==> src/wdt_defs.vh <==
// Purpose: constants of the watchdog time-out unit
// Assumes: 8-bit special-function-register port
// Notes:   definitions only
`ifndef WDT_DEFS_VH
`define WDT_DEFS_VH

// ----------------------------------------
// register addresses
// ----------------------------------------
`define WDT_A_CLKSPD   8'h8e
`define WDT_A_WDCTL    8'hd8
`define WDT_A_IRQEN    8'he8
`define WDT_A_TACC     8'hc7
`define WDT_A_STAT     8'hf9
`define WDT_A_MASK     8'hfa

// ----------------------------------------
// field positions
// ----------------------------------------
`define WDT_SEL_HI     7
`define WDT_SEL_LO     6
`define WDT_WC_IF      3
`define WDT_WC_RF      2
`define WDT_WC_EN      1
`define WDT_WC_RS      0
`define WDT_IE_WDI     6
`define WDT_ST_INT     0
`define WDT_ST_RST     1
`define WDT_WC_HI      7:4
`define WDT_ST_ALL     1:0

// ----------------------------------------
// reset values and keys
// ----------------------------------------
`define WDT_RST8       8'h00
`define WDT_RST2       2'h0
`define WDT_RST4       4'h0
`define WDT_PAD6       6'h00
`define WDT_TA_STEP    2'h1
`define WDT_TA_KEY1    8'haa
`define WDT_TA_KEY2    8'h55
`define WDT_TA_WIN     2'h3

// ----------------------------------------
// time-out figures in clocks
// ----------------------------------------
`define WDT_EXP0       17
`define WDT_EXP1       20
`define WDT_EXP2       23
`define WDT_EXP3       26
`define WDT_RST_EXTRA  27'h200
`define WDT_CNT_ONE    27'h1
`define WDT_CNT_ZERO   27'h0

`endif

==> src/wdt_timeout_unit.v <==
// Purpose: watchdog time-out unit with timed-access protection
// Assumes: one clock, 8-bit register port, read data one cycle later
// Notes:   counts clk_in cycles directly
//
// Function
// free-running counter, flag at period, restartable
// period select in clock control bits 7:6
// periods 2^17/20/23/26, reset adds 512
// interrupt flag 512 clocks before reset flag
// enabled reset time-out resets the CPU
// enable and restart need timed-access sequence
// interrupt request only when source enabled
// interrupt serves as time base and wake-up
// periods counted in crystal clock cycles
// restart clears counter and all progress
//
// Strobed register access and the register offsets were left to the implementer.
`timescale 1ns/1ps
`include "wdt_defs.vh"

module wdt_timeout_unit #(
  parameter integer EXP0 = `WDT_EXP0,
  parameter integer EXP1 = `WDT_EXP1,
  parameter integer EXP2 = `WDT_EXP2,
  parameter integer EXP3 = `WDT_EXP3
) (
  input  wire       clk_in,
  input  wire       resetn_in,
  input  wire [7:0] addr_in,
  input  wire [7:0] wdata_in,
  input  wire       wr_in,
  input  wire       rd_in,
  output reg  [7:0] rdata_out,
  output wire       irq_out,
  output wire       wdt_irq_req_out,
  output wire       wake_out,
  output reg        cpu_rst_out
);

  // ----------------------------------------
  // timed-access states
  // ----------------------------------------
  localparam [1:0] TA_IDLE = 2'h0;
  localparam [1:0] TA_KEY1 = 2'h1;
  localparam [1:0] TA_OPEN = 2'h2;

  // ----------------------------------------
  // functions
  // ----------------------------------------
  function hit;
    input [7:0] a;
    input [7:0] b;
    begin
      hit = (a == b);
    end
  endfunction

  function [26:0] int_lim;
    input [1:0] sel;
    begin
      case (sel)
        2'h0: int_lim = `WDT_CNT_ONE << EXP0;
        2'h1: int_lim = `WDT_CNT_ONE << EXP1;
        2'h2: int_lim = `WDT_CNT_ONE << EXP2;
        default: int_lim = `WDT_CNT_ONE << EXP3;
      endcase
    end
  endfunction

  // ----------------------------------------
  // declarations
  // ----------------------------------------
  reg  [7:0]  clkspd_r;
  reg  [7:0]  clkspd_nxt;
  reg  [7:4]  wdhi_r;
  reg  [7:4]  wdhi_nxt;
  reg         wdif_r;
  reg         wdif_nxt;
  reg         wtrf_r;
  reg         wtrf_nxt;
  reg         ewt_r;
  reg         ewt_nxt;
  reg  [7:0]  irqen_r;
  reg  [7:0]  irqen_nxt;
  reg  [1:0]  stat_r;
  wire [1:0]  stat_nxt;
  reg  [1:0]  mask_r;
  reg  [1:0]  mask_nxt;
  reg  [26:0] cnt_r;
  reg  [26:0] cnt_nxt;
  reg  [1:0]  ta_r;
  reg  [1:0]  ta_nxt;
  reg  [1:0]  ta_cnt_r;
  reg  [1:0]  ta_cnt_nxt;
  reg  [7:0]  rdata_nxt;
  wire [1:0]  sel;
  wire [26:0] lim_int;
  wire [26:0] lim_rst;
  wire        int_hit;
  wire        rst_hit;
  wire        ta_open;
  wire        wr_wdctl;
  wire        wr_clkspd;
  wire        wr_irqen;
  wire        wr_mask;
  wire        wr_tacc;
  wire        wr_stat;
  wire        restart;
  wire [1:0]  events;
  wire [1:0]  clr_bits;
  wire        cpu_rst_nxt;

  // ----------------------------------------
  // period decode
  // ----------------------------------------
  assign sel = {clkspd_r[`WDT_SEL_HI],
                clkspd_r[`WDT_SEL_LO]};

  assign lim_int = int_lim(sel);
  assign lim_rst = lim_int + `WDT_RST_EXTRA;

  // compare on clk_in counts only
  assign int_hit = (cnt_r == lim_int);
  assign rst_hit = (cnt_r == lim_rst);

  // ----------------------------------------
  // timed access
  // ----------------------------------------
  assign ta_open  = (ta_r == TA_OPEN);
  assign wr_wdctl = wr_in & hit(addr_in, `WDT_A_WDCTL);
  assign wr_tacc  = wr_in & hit(addr_in, `WDT_A_TACC);
  assign restart  = wr_wdctl & ta_open & wdata_in[`WDT_WC_RS];

  always @* begin
    ta_nxt     = ta_r;
    ta_cnt_nxt = ta_cnt_r;
    case (ta_r)
      TA_IDLE: begin
        if (wr_tacc && wdata_in == `WDT_TA_KEY1) begin
          ta_nxt = TA_KEY1;
        end
      end
      TA_KEY1: begin
        // any other write aborts; reads and idle cycles do not
        if (wr_in) begin
          if (wr_tacc && wdata_in == `WDT_TA_KEY2) begin
            ta_nxt     = TA_OPEN;
            ta_cnt_nxt = `WDT_TA_WIN;
          end else begin
            ta_nxt = TA_IDLE;
          end
        end
      end
      TA_OPEN: begin
        // window closes on the protected write or after a few cycles
        ta_cnt_nxt = ta_cnt_r - `WDT_TA_STEP;
        if (wr_wdctl || ta_cnt_r == `WDT_TA_STEP) begin
          ta_nxt = TA_IDLE;
        end
      end
      default: begin
        ta_nxt = TA_IDLE;
      end
    endcase
  end

  // ----------------------------------------
  // counter
  // ----------------------------------------
  // wraps after the reset time-out so the watchdog keeps running;
  // a period cut below the current count waits for the 27-bit wrap
  always @* begin
    if (restart) begin
      cnt_nxt = `WDT_CNT_ZERO;
    end else if (rst_hit) begin
      cnt_nxt = `WDT_CNT_ZERO;
    end else begin
      cnt_nxt = cnt_r + `WDT_CNT_ONE;
    end
  end

  // ----------------------------------------
  // control registers
  // ----------------------------------------
  assign wr_clkspd = wr_in & hit(addr_in, `WDT_A_CLKSPD);
  assign wr_irqen  = wr_in & hit(addr_in, `WDT_A_IRQEN);
  assign wr_mask   = wr_in & hit(addr_in, `WDT_A_MASK);

  always @* begin
    clkspd_nxt = clkspd_r;
    wdhi_nxt   = wdhi_r;
    ewt_nxt    = ewt_r;
    irqen_nxt  = irqen_r;
    mask_nxt   = mask_r;
    wdif_nxt   = wdif_r;
    wtrf_nxt   = wtrf_r;
    if (wr_clkspd) begin
      clkspd_nxt = wdata_in;
    end
    if (wr_irqen) begin
      irqen_nxt = wdata_in;
    end
    if (wr_mask) begin
      mask_nxt = wdata_in[`WDT_ST_ALL];
    end
    if (wr_wdctl) begin
      wdhi_nxt = wdata_in[`WDT_WC_HI];
      wdif_nxt = wdata_in[`WDT_WC_IF];
      wtrf_nxt = wdata_in[`WDT_WC_RF];
      if (ta_open) begin
        ewt_nxt = wdata_in[`WDT_WC_EN];
      end
    end
    // hardware set wins over a software clear
    if (int_hit && !restart) begin
      wdif_nxt = 1'b1;
    end
    if (rst_hit && !restart) begin
      wtrf_nxt = 1'b1;
    end
  end

  // ----------------------------------------
  // sticky status, write one to clear
  // ----------------------------------------
  assign wr_stat  = wr_in & hit(addr_in, `WDT_A_STAT);
  // events that meet a restart are dropped with the rest of the progress
  assign events   = {rst_hit & ~restart, int_hit & ~restart};
  assign clr_bits = wr_stat ? wdata_in[`WDT_ST_ALL] : `WDT_RST2;

  genvar gi;
  generate
    for (gi = 0; gi < 2; gi = gi + 1) begin : g_stat
      assign stat_nxt[gi] = events[gi] | (stat_r[gi] & ~clr_bits[gi]);
    end
  endgenerate

  assign irq_out = |(stat_r & mask_r);

  // ----------------------------------------
  // interrupt system and wake-up
  // ----------------------------------------
  assign wdt_irq_req_out = wdif_r & irqen_r[`WDT_IE_WDI];
  assign wake_out        = wdt_irq_req_out;

  // ----------------------------------------
  // read mux
  // ----------------------------------------
  // read data is zero outside the cycle after a read
  always @* begin
    rdata_nxt = `WDT_RST8;
    if (rd_in) begin
      case (addr_in)
        `WDT_A_CLKSPD: rdata_nxt = clkspd_r;
        `WDT_A_WDCTL:  rdata_nxt = {wdhi_r, wdif_r, wtrf_r, ewt_r, 1'b0};
        `WDT_A_IRQEN:  rdata_nxt = irqen_r;
        `WDT_A_STAT:   rdata_nxt = {`WDT_PAD6, stat_r};
        `WDT_A_MASK:   rdata_nxt = {`WDT_PAD6, mask_r};
        default:       rdata_nxt = `WDT_RST8;
      endcase
    end
  end

  // ----------------------------------------
  // cpu reset request
  // ----------------------------------------
  // one-cycle request; a coincident restart cancels it
  assign cpu_rst_nxt = rst_hit & ewt_r & ~restart;

  // ----------------------------------------
  // flip-flops
  // ----------------------------------------
  always @(posedge clk_in or negedge resetn_in) begin
    if (!resetn_in) begin
      clkspd_r    <= `WDT_RST8;
      wdhi_r      <= `WDT_RST4;
      wdif_r      <= 1'b0;
      wtrf_r      <= 1'b0;
      ewt_r       <= 1'b0;
      irqen_r     <= `WDT_RST8;
      stat_r      <= `WDT_RST2;
      mask_r      <= `WDT_RST2;
      cnt_r       <= `WDT_CNT_ZERO;
      ta_r        <= TA_IDLE;
      ta_cnt_r    <= `WDT_RST2;
      rdata_out   <= `WDT_RST8;
      cpu_rst_out <= 1'b0;
    end else begin
      clkspd_r    <= clkspd_nxt;
      wdhi_r      <= wdhi_nxt;
      wdif_r      <= wdif_nxt;
      wtrf_r      <= wtrf_nxt;
      ewt_r       <= ewt_nxt;
      irqen_r     <= irqen_nxt;
      stat_r      <= stat_nxt;
      mask_r      <= mask_nxt;
      cnt_r       <= cnt_nxt;
      ta_r        <= ta_nxt;
      ta_cnt_r    <= ta_cnt_nxt;
      rdata_out   <= rdata_nxt;
      cpu_rst_out <= cpu_rst_nxt;
    end
  end

endmodule // wdt_timeout_unit

==> config.mk <==
export PLATFORM = sky130hd
export DESIGN_NAME = wdt_timeout_unit
export DESIGN_NICKNAME = d
export VERILOG_FILES = /design/src/wdt_timeout_unit.v
export VERILOG_INCLUDE_DIRS = /design/src /design/src/src
export SDC_FILE = /design/constraint.sdc
export NUM_CORES = 1
export LEC_CHECK = 0
export ABC_AREA = 1
export BUFFER_PORTS_ARGS = -buffer_cell sky130_fd_sc_hd__clkbuf_2
export CAP_MARGIN = 40
export CORE_UTILIZATION = 55
export DETAILED_ROUTE_END_ITERATION = 6
export GPL_TIMING_DRIVEN = 0
export PLACE_DENSITY = 0.81
export SLEW_MARGIN = 15
export SYNTH_ARGS = -nofsm -noshare
export SYNTH_HDL_FRONTEND = slang
export SYNTH_SLANG_ARGS = --single-unit
==> constraint.sdc <==
create_clock -name clk_in -period 3.85 [get_ports clk_in]
set_clock_uncertainty 0.2 [all_clocks]
set_input_delay 0.1925 -clock clk_in [delete_from_list [all_inputs] [get_ports clk_in]]
set_output_delay 0.1925 -clock clk_in [all_outputs]
set_load 0.01 [all_outputs]
; ---- Word level (Yosys, flattened, before mapping)
; Cells that the tools add are included.
[word_totals]
regBits = 67
in_bits = 20
output_inout_bits = 12
elab_cells = 89
[classes]
n_addsub = 3
n_eq_ne = 19
mux = 18
bitwise_logic = 21
n_reduce_logical = 15
[op_table]
columns = op, n
row1 = 27-bit one-hot mux with 3 select lines, 1
row2 = 8-bit == test (second input constant), 7
row3 = 27-bit == test, 2
row4 = 27-bit two-way mux, 2
row5 = 8-bit one-hot mux with 5 select lines, 1
row6 = 27-bit by 1-bit adder with 27-bit output (second input constant), 1
row7 = 27-bit by 10-bit adder with 27-bit output (second input constant), 1
row8 = 1-bit bitwise AND, 15
row9 = 2-bit two-way mux, 7
row10 = 8-bit by 7-bit == test with 1-bit output (second input constant), 1
row11 = 8-bit two-way mux, 1
row12 = 2-bit by 1-bit == test with 1-bit output (second input constant), 3
row13 = 2-bit inequality test (second input constant), 3
row14 = 2-bit one-hot mux with 3 select lines, 1
row15 = 3-bit AND reduction, 2
row16 = 2-bit nonzero test, 3
row17 = 2-bit == test (second input constant), 2
row18 = 1-bit logical AND, 4
row19 = 2-bit logical NOT, 2
row20 = 1-bit two-way mux, 4
row21 = 2-bit one-hot mux with 2 select lines, 1
row22 = 1-bit NOT, 3
row23 = 2-bit bitwise AND, 1
row24 = 2-bit by 1-bit inequality test with 1-bit output (second input constant), 1
row25 = 6 further kinds, 7

; ---- Logic depth before layout (Yosys ltp)
[depth]
word_depth = 7
depth_mapped = 11
mapped_depth_nobuf = 11

; ---- Worst setup path before layout
; OpenSTA, ideal clock, no wires.
[synth_path]
path_type = register to register
startpoint = register cnt_r[0]
endpoint = register cnt_r[17]
setup_time_ns = 0.121
t_arrival_ns = 1.315
required_time_ns = 3.529
setup_slack_ns = 2.214
stages_incl_launch_ff = 12
n_path_buf = 0
synth_period_minus_slack_ns = 1.636
cell_sequence = dfrtp_1 inv_1 ha_1 inv_1 nor2_1 nand2_1 nor2_1 nand2_1 nor2_1 nand3_1 nand2_2 nor2_1
[synth_between]
elab_chain_cells = 3
word_cells_on_any_way = 4
cone_classes = add/sub: 1 / eq/ne: 1 / mux: 2
[synth_lines]
columns = element, line_no
row1 = "start, declared", wdt_timeout_unit.v:89  ; reg [26:0] cnt_r;
row2 = "start signal, assigned", wdt_timeout_unit.v:283  ; cnt_r <= `WDT_CNT_ZERO;
row3 = "start signal, assigned", wdt_timeout_unit.v:297  ; cnt_r <= cnt_nxt;
row4 = 27-bit by 1-bit adder with 27-bit output (no line) or 27-bit == test (tied branches), n/a
row5 = 27-bit two-way mux *, wdt_timeout_unit.v:175  ; end else if (rst_hit) begin
row6 = 27-bit two-way mux *, wdt_timeout_unit.v:173  ; if (restart) begin
row7 = via cnt_nxt[17], wdt_timeout_unit.v:90  ; reg [26:0] cnt_nxt;
; The timed path passes the listed nets; every way through them passes the cells marked *.
; A chain may end at the register's enable or synchronous reset.

; ---- Final worst setup path
[layout_path]
startpoint = input port wdata_in[0]
endpoint = register ta_r[0]
[layout_between]
elab_chain_cells = 4
[layout_lines]
columns = element, line_no
row1 = "start, declared", wdt_timeout_unit.v:30  ; input wire [7:0] wdata_in,
row2 = 8-bit == test (no line), n/a
row3 = 1-bit logical AND (no line), n/a
row4 = 2-bit inequality test (no line), n/a
row5 = 3-bit AND reduction (no line), n/a
row6 = "end signal, assigned", wdt_timeout_unit.v:298  ; ta_r <= ta_nxt;
row7 = "end, declared", wdt_timeout_unit.v:91  ; reg [1:0] ta_r;
; No other way between the ends.

==> results.json <==
{
  "status": "finished with violations",
  "violations": "DRC",
  "cts_buffers": 9,
  "instances_no_fill": 645,
  "crit_chain": "dlygate4sd3_1 -> clkbuf_2 -> nor2_1 -> nand3_1 -> nor4_1 -> dlygate4sd3_1 -> nand4_1 -> nand2_1",
  "initial_core_util": 0.580,
  "rows": 29,
  "n_antenna_cell": 0,
  "die_h_um": 84.5,
  "synthCells": 510,
  "critical_path_class": "input port to flop",
  "grt_overflow": 0,
  "vias_per_cell": 5.36,
  "final_cell_mix": "nand2_1 (155), nor2_1 (98), dfrtp_1 (67)",
  "boundaryPins": 32,
  "final_common_cell": "nand2_1",
  "yosysSeqAreaShare": 0.448,
  "relSlewSlack": 0.737,
  "dp.cells": 619,
  "core-area_um2": 6460,
  "io_buffers": 31,
  "r2r_start": "cnt_r[0]$_DFF_PN0_",
  "fillCellCount": 558,
  "powerDensity_nw_per_um2": 384,
  "grt_pass1_vias": 3485,
  "htreeDepth": 3,
  "worstHoldPathType": "input port to flop",
  "syn2layout_area_growth_pct": 15.4,
  "totalWireLength_um": 9010,
  "fin_crit_sh": 0.504,
  "fin_nets": 586,
  "synth.avg_cell_area_um2": 7.34,
  "syn_nets": 533,
  "first_iter_violations": 291,
  "grt_usage": 0.283,
  "cts.sinks": 67,
  "dieArea_um2": 7140,
  "drive_gt1_frac": 0.141,
  "p_comb_frac": 0.145,
  "arrival_ps": 2030,
  "synth_area_um2": 3740,
  "worst_slew_pin_slew_ps": 393,
  "gp_congestion": 0.907,
  "max_stage_delay_ps": 600,
  "ys_seq_elements": 67,
  "finalHoldViolations": 0,
  "grt_setup_unrepaired": "no",
  "fp.dieW_um": 84.5,
  "wl_per_cell_um": 14.0,
  "critPathLaunch": "wdata_in[0]",
  "end_kind": "flop",
  "intPower_uw": 1170,
  "hpwl_um": 6410,
  "clkLatencyLatePin_ps": 350,
  "period_needed_ps": 1940,
  "layout_setup_ws_ps": 1910,
  "antenna_found_initial": 0,
  "grt_pass1_wl_um": 15800,
  "power_frac_seq": 0.500,
  "final_max_slew_viol_count": 0,
  "tritoncts": "yes",
  "setup_tns_ps": 0,
  "grt_max_degree": 54,
  "root_buffer": "clkbuf_8",
  "cp_max_fo": 6,
  "power_leakage_uw": 0.00223,
  "p_sw_uw": 491,
  "clockBufferDepth": 2,
  "cp_common_cell": "dlygate4sd3_1",
  "yosysWarningCount": 0,
  "total_power_uw": 1660,
  "fmax_ghz": 0.515,
  "start_kind": "input port",
  "ant_nets": 0,
  "dr.pass1.iters": 7,
  "clkPwrFrac": 0.355,
  "cpMaxStageDelayCell": "dlygate4sd3_1",
  "p_sw_frac": 0.296,
  "min_from": "addr_in[5]",
  "finalSetupViolCount": 0,
  "irDropWorstVdd_uv": 251,
  "drc": 4,
  "dp_slack_ps": 1940,
  "clkTransAtPathRegs_ps": 70,
  "cts_resized": 0,
  "dr_total_vias": 3456,
  "critPathRequiredTime_ps": 3940,
  "synth_cell_types": 31,
  "cap_violations": 0
}
-- worst max-delay path, delay by kind of cell --
family | cells | cell delay (ps)
and+or+nand+nor | 5 | 510
buffers and inverters | 3 | 1310
-- logic make-up (layout without fill, tap and decap cells) --
group,count (synthesis),in the layout,synth area share
and+or+nand+nor,326,326,0.379
DFF,67,67,0.448
buffers and inverters,64,122,0.0719
AOI/OAI and AO/OA,36,36,0.0582
xor gates and xnor gates,14,14,0.0328
adders and majority gates,3,3,0.0100
-- cell usage after synthesis, drive strengths merged --
cell | number | area, µm²
nor4 | 2 | 12.5
clkinv | 2 | 13.8
nand3 | 35 | 175
a22o | 1 | 8.76
xor2 | 8 | 70.1
nand2 | 161 | 619
o21a | 8 | 60.1
and2 | 1 | 6.26
nor2 | 106 | 433
inv | 58 | 218
ha | 3 | 37.5
nand4 | 7 | 58.8
buf | 4 | 37.5
o21ai | 22 | 110
o31ai | 3 | 22.5
nand3b | 1 | 7.51
dfrtp | 67 | 1680
a21oi | 1 | 5.00
o21bai | 1 | 11.3
nor3 | 13 | 108
xnor2 | 6 | 52.6
-- worst paths after layout --
check                           slack (ps)                     end  cells after the start
worst max-delay path                  1910     ta_r[0]$_DFFE_PN0P_                      8
worst min-delay path                    50     ta_r[1]$_DFFE_PN0P_                      6
worst max register to register        1920      cnt_r[2]$_DFF_PN0_                     11
worst min register to register         300  irqen_r[2]$_DFFE_PN0P_                      1
max in group asynchronous             2830     cnt_r[20]$_DFF_PN0_                      3
min in group asynchronous               70     cnt_r[14]$_DFF_PN0_                      2
-- through the flow --
stage | cell area (µm²) | hold slack (ps) | util
after floorplan | 3740 | -303 | -
after global placement | 4000 | 268 | 0.619
after detailed placement | 4030 | -91.7 | 0.623
after CTS | 4320 | 22.6 | 0.669
after global routing | 4320 | 41.7 | 0.669
final | 4320 | 48.1 | 0.669
-- sequential cells by signal, indices dropped and copies added (netlist names), 2 cells and up --
register   flops
irqen_r        8
ta_r           2
mask_r         2
stat_r         2
wdhi_r         4
rdata_out      8
cnt_r         27
clkspd_r       8
ta_cnt_r       2
-- power by group through the flow --
stage	Combinational, µW	Clock [µW]	Sequential (µW)
after floorplan	161	0	825
after global placement	214	0	835
after detailed placement	228	0	837
after CTS	240	593	826
after global routing	274	631	837
final	241	588	828
-- layer usage --
metal,vias up,GRT usage,part of all wire
met3,17,0.0531,0.049
met5,-,0,0
met2,107,0.449,0.46
met1,1626,0.390,0.47
met4,0,0.105,0.019
li1,1706,-,-
-- repair_timing --
| item | 4_1_cts | 5_1_grt |
|---|---|---|
| buffers inserted | 0 | 0 |
| hold buffers | 10 | 0 |
| endpoints found under the hold margin | 89 | 0 |
-- final cells by class --
cell class / count / area, µm² / share of cell area
Tap cell: 77 / 96.3 / 0.0223
Timing Repair Buffer: 42 / 285 / 0.0660
Clock buffer: 11 / 141 / 0.0327
Buffer: 4 / 37.5 / 0.00869
Multi-Input combinational cell: 379 / 1800 / 0.416
Sequential cell: 67 / 1680 / 0.388
Clock inverter: 5 / 52.6 / 0.0122
Inverter: 60 / 231 / 0.0536
(Power assumes the default switching activity.)
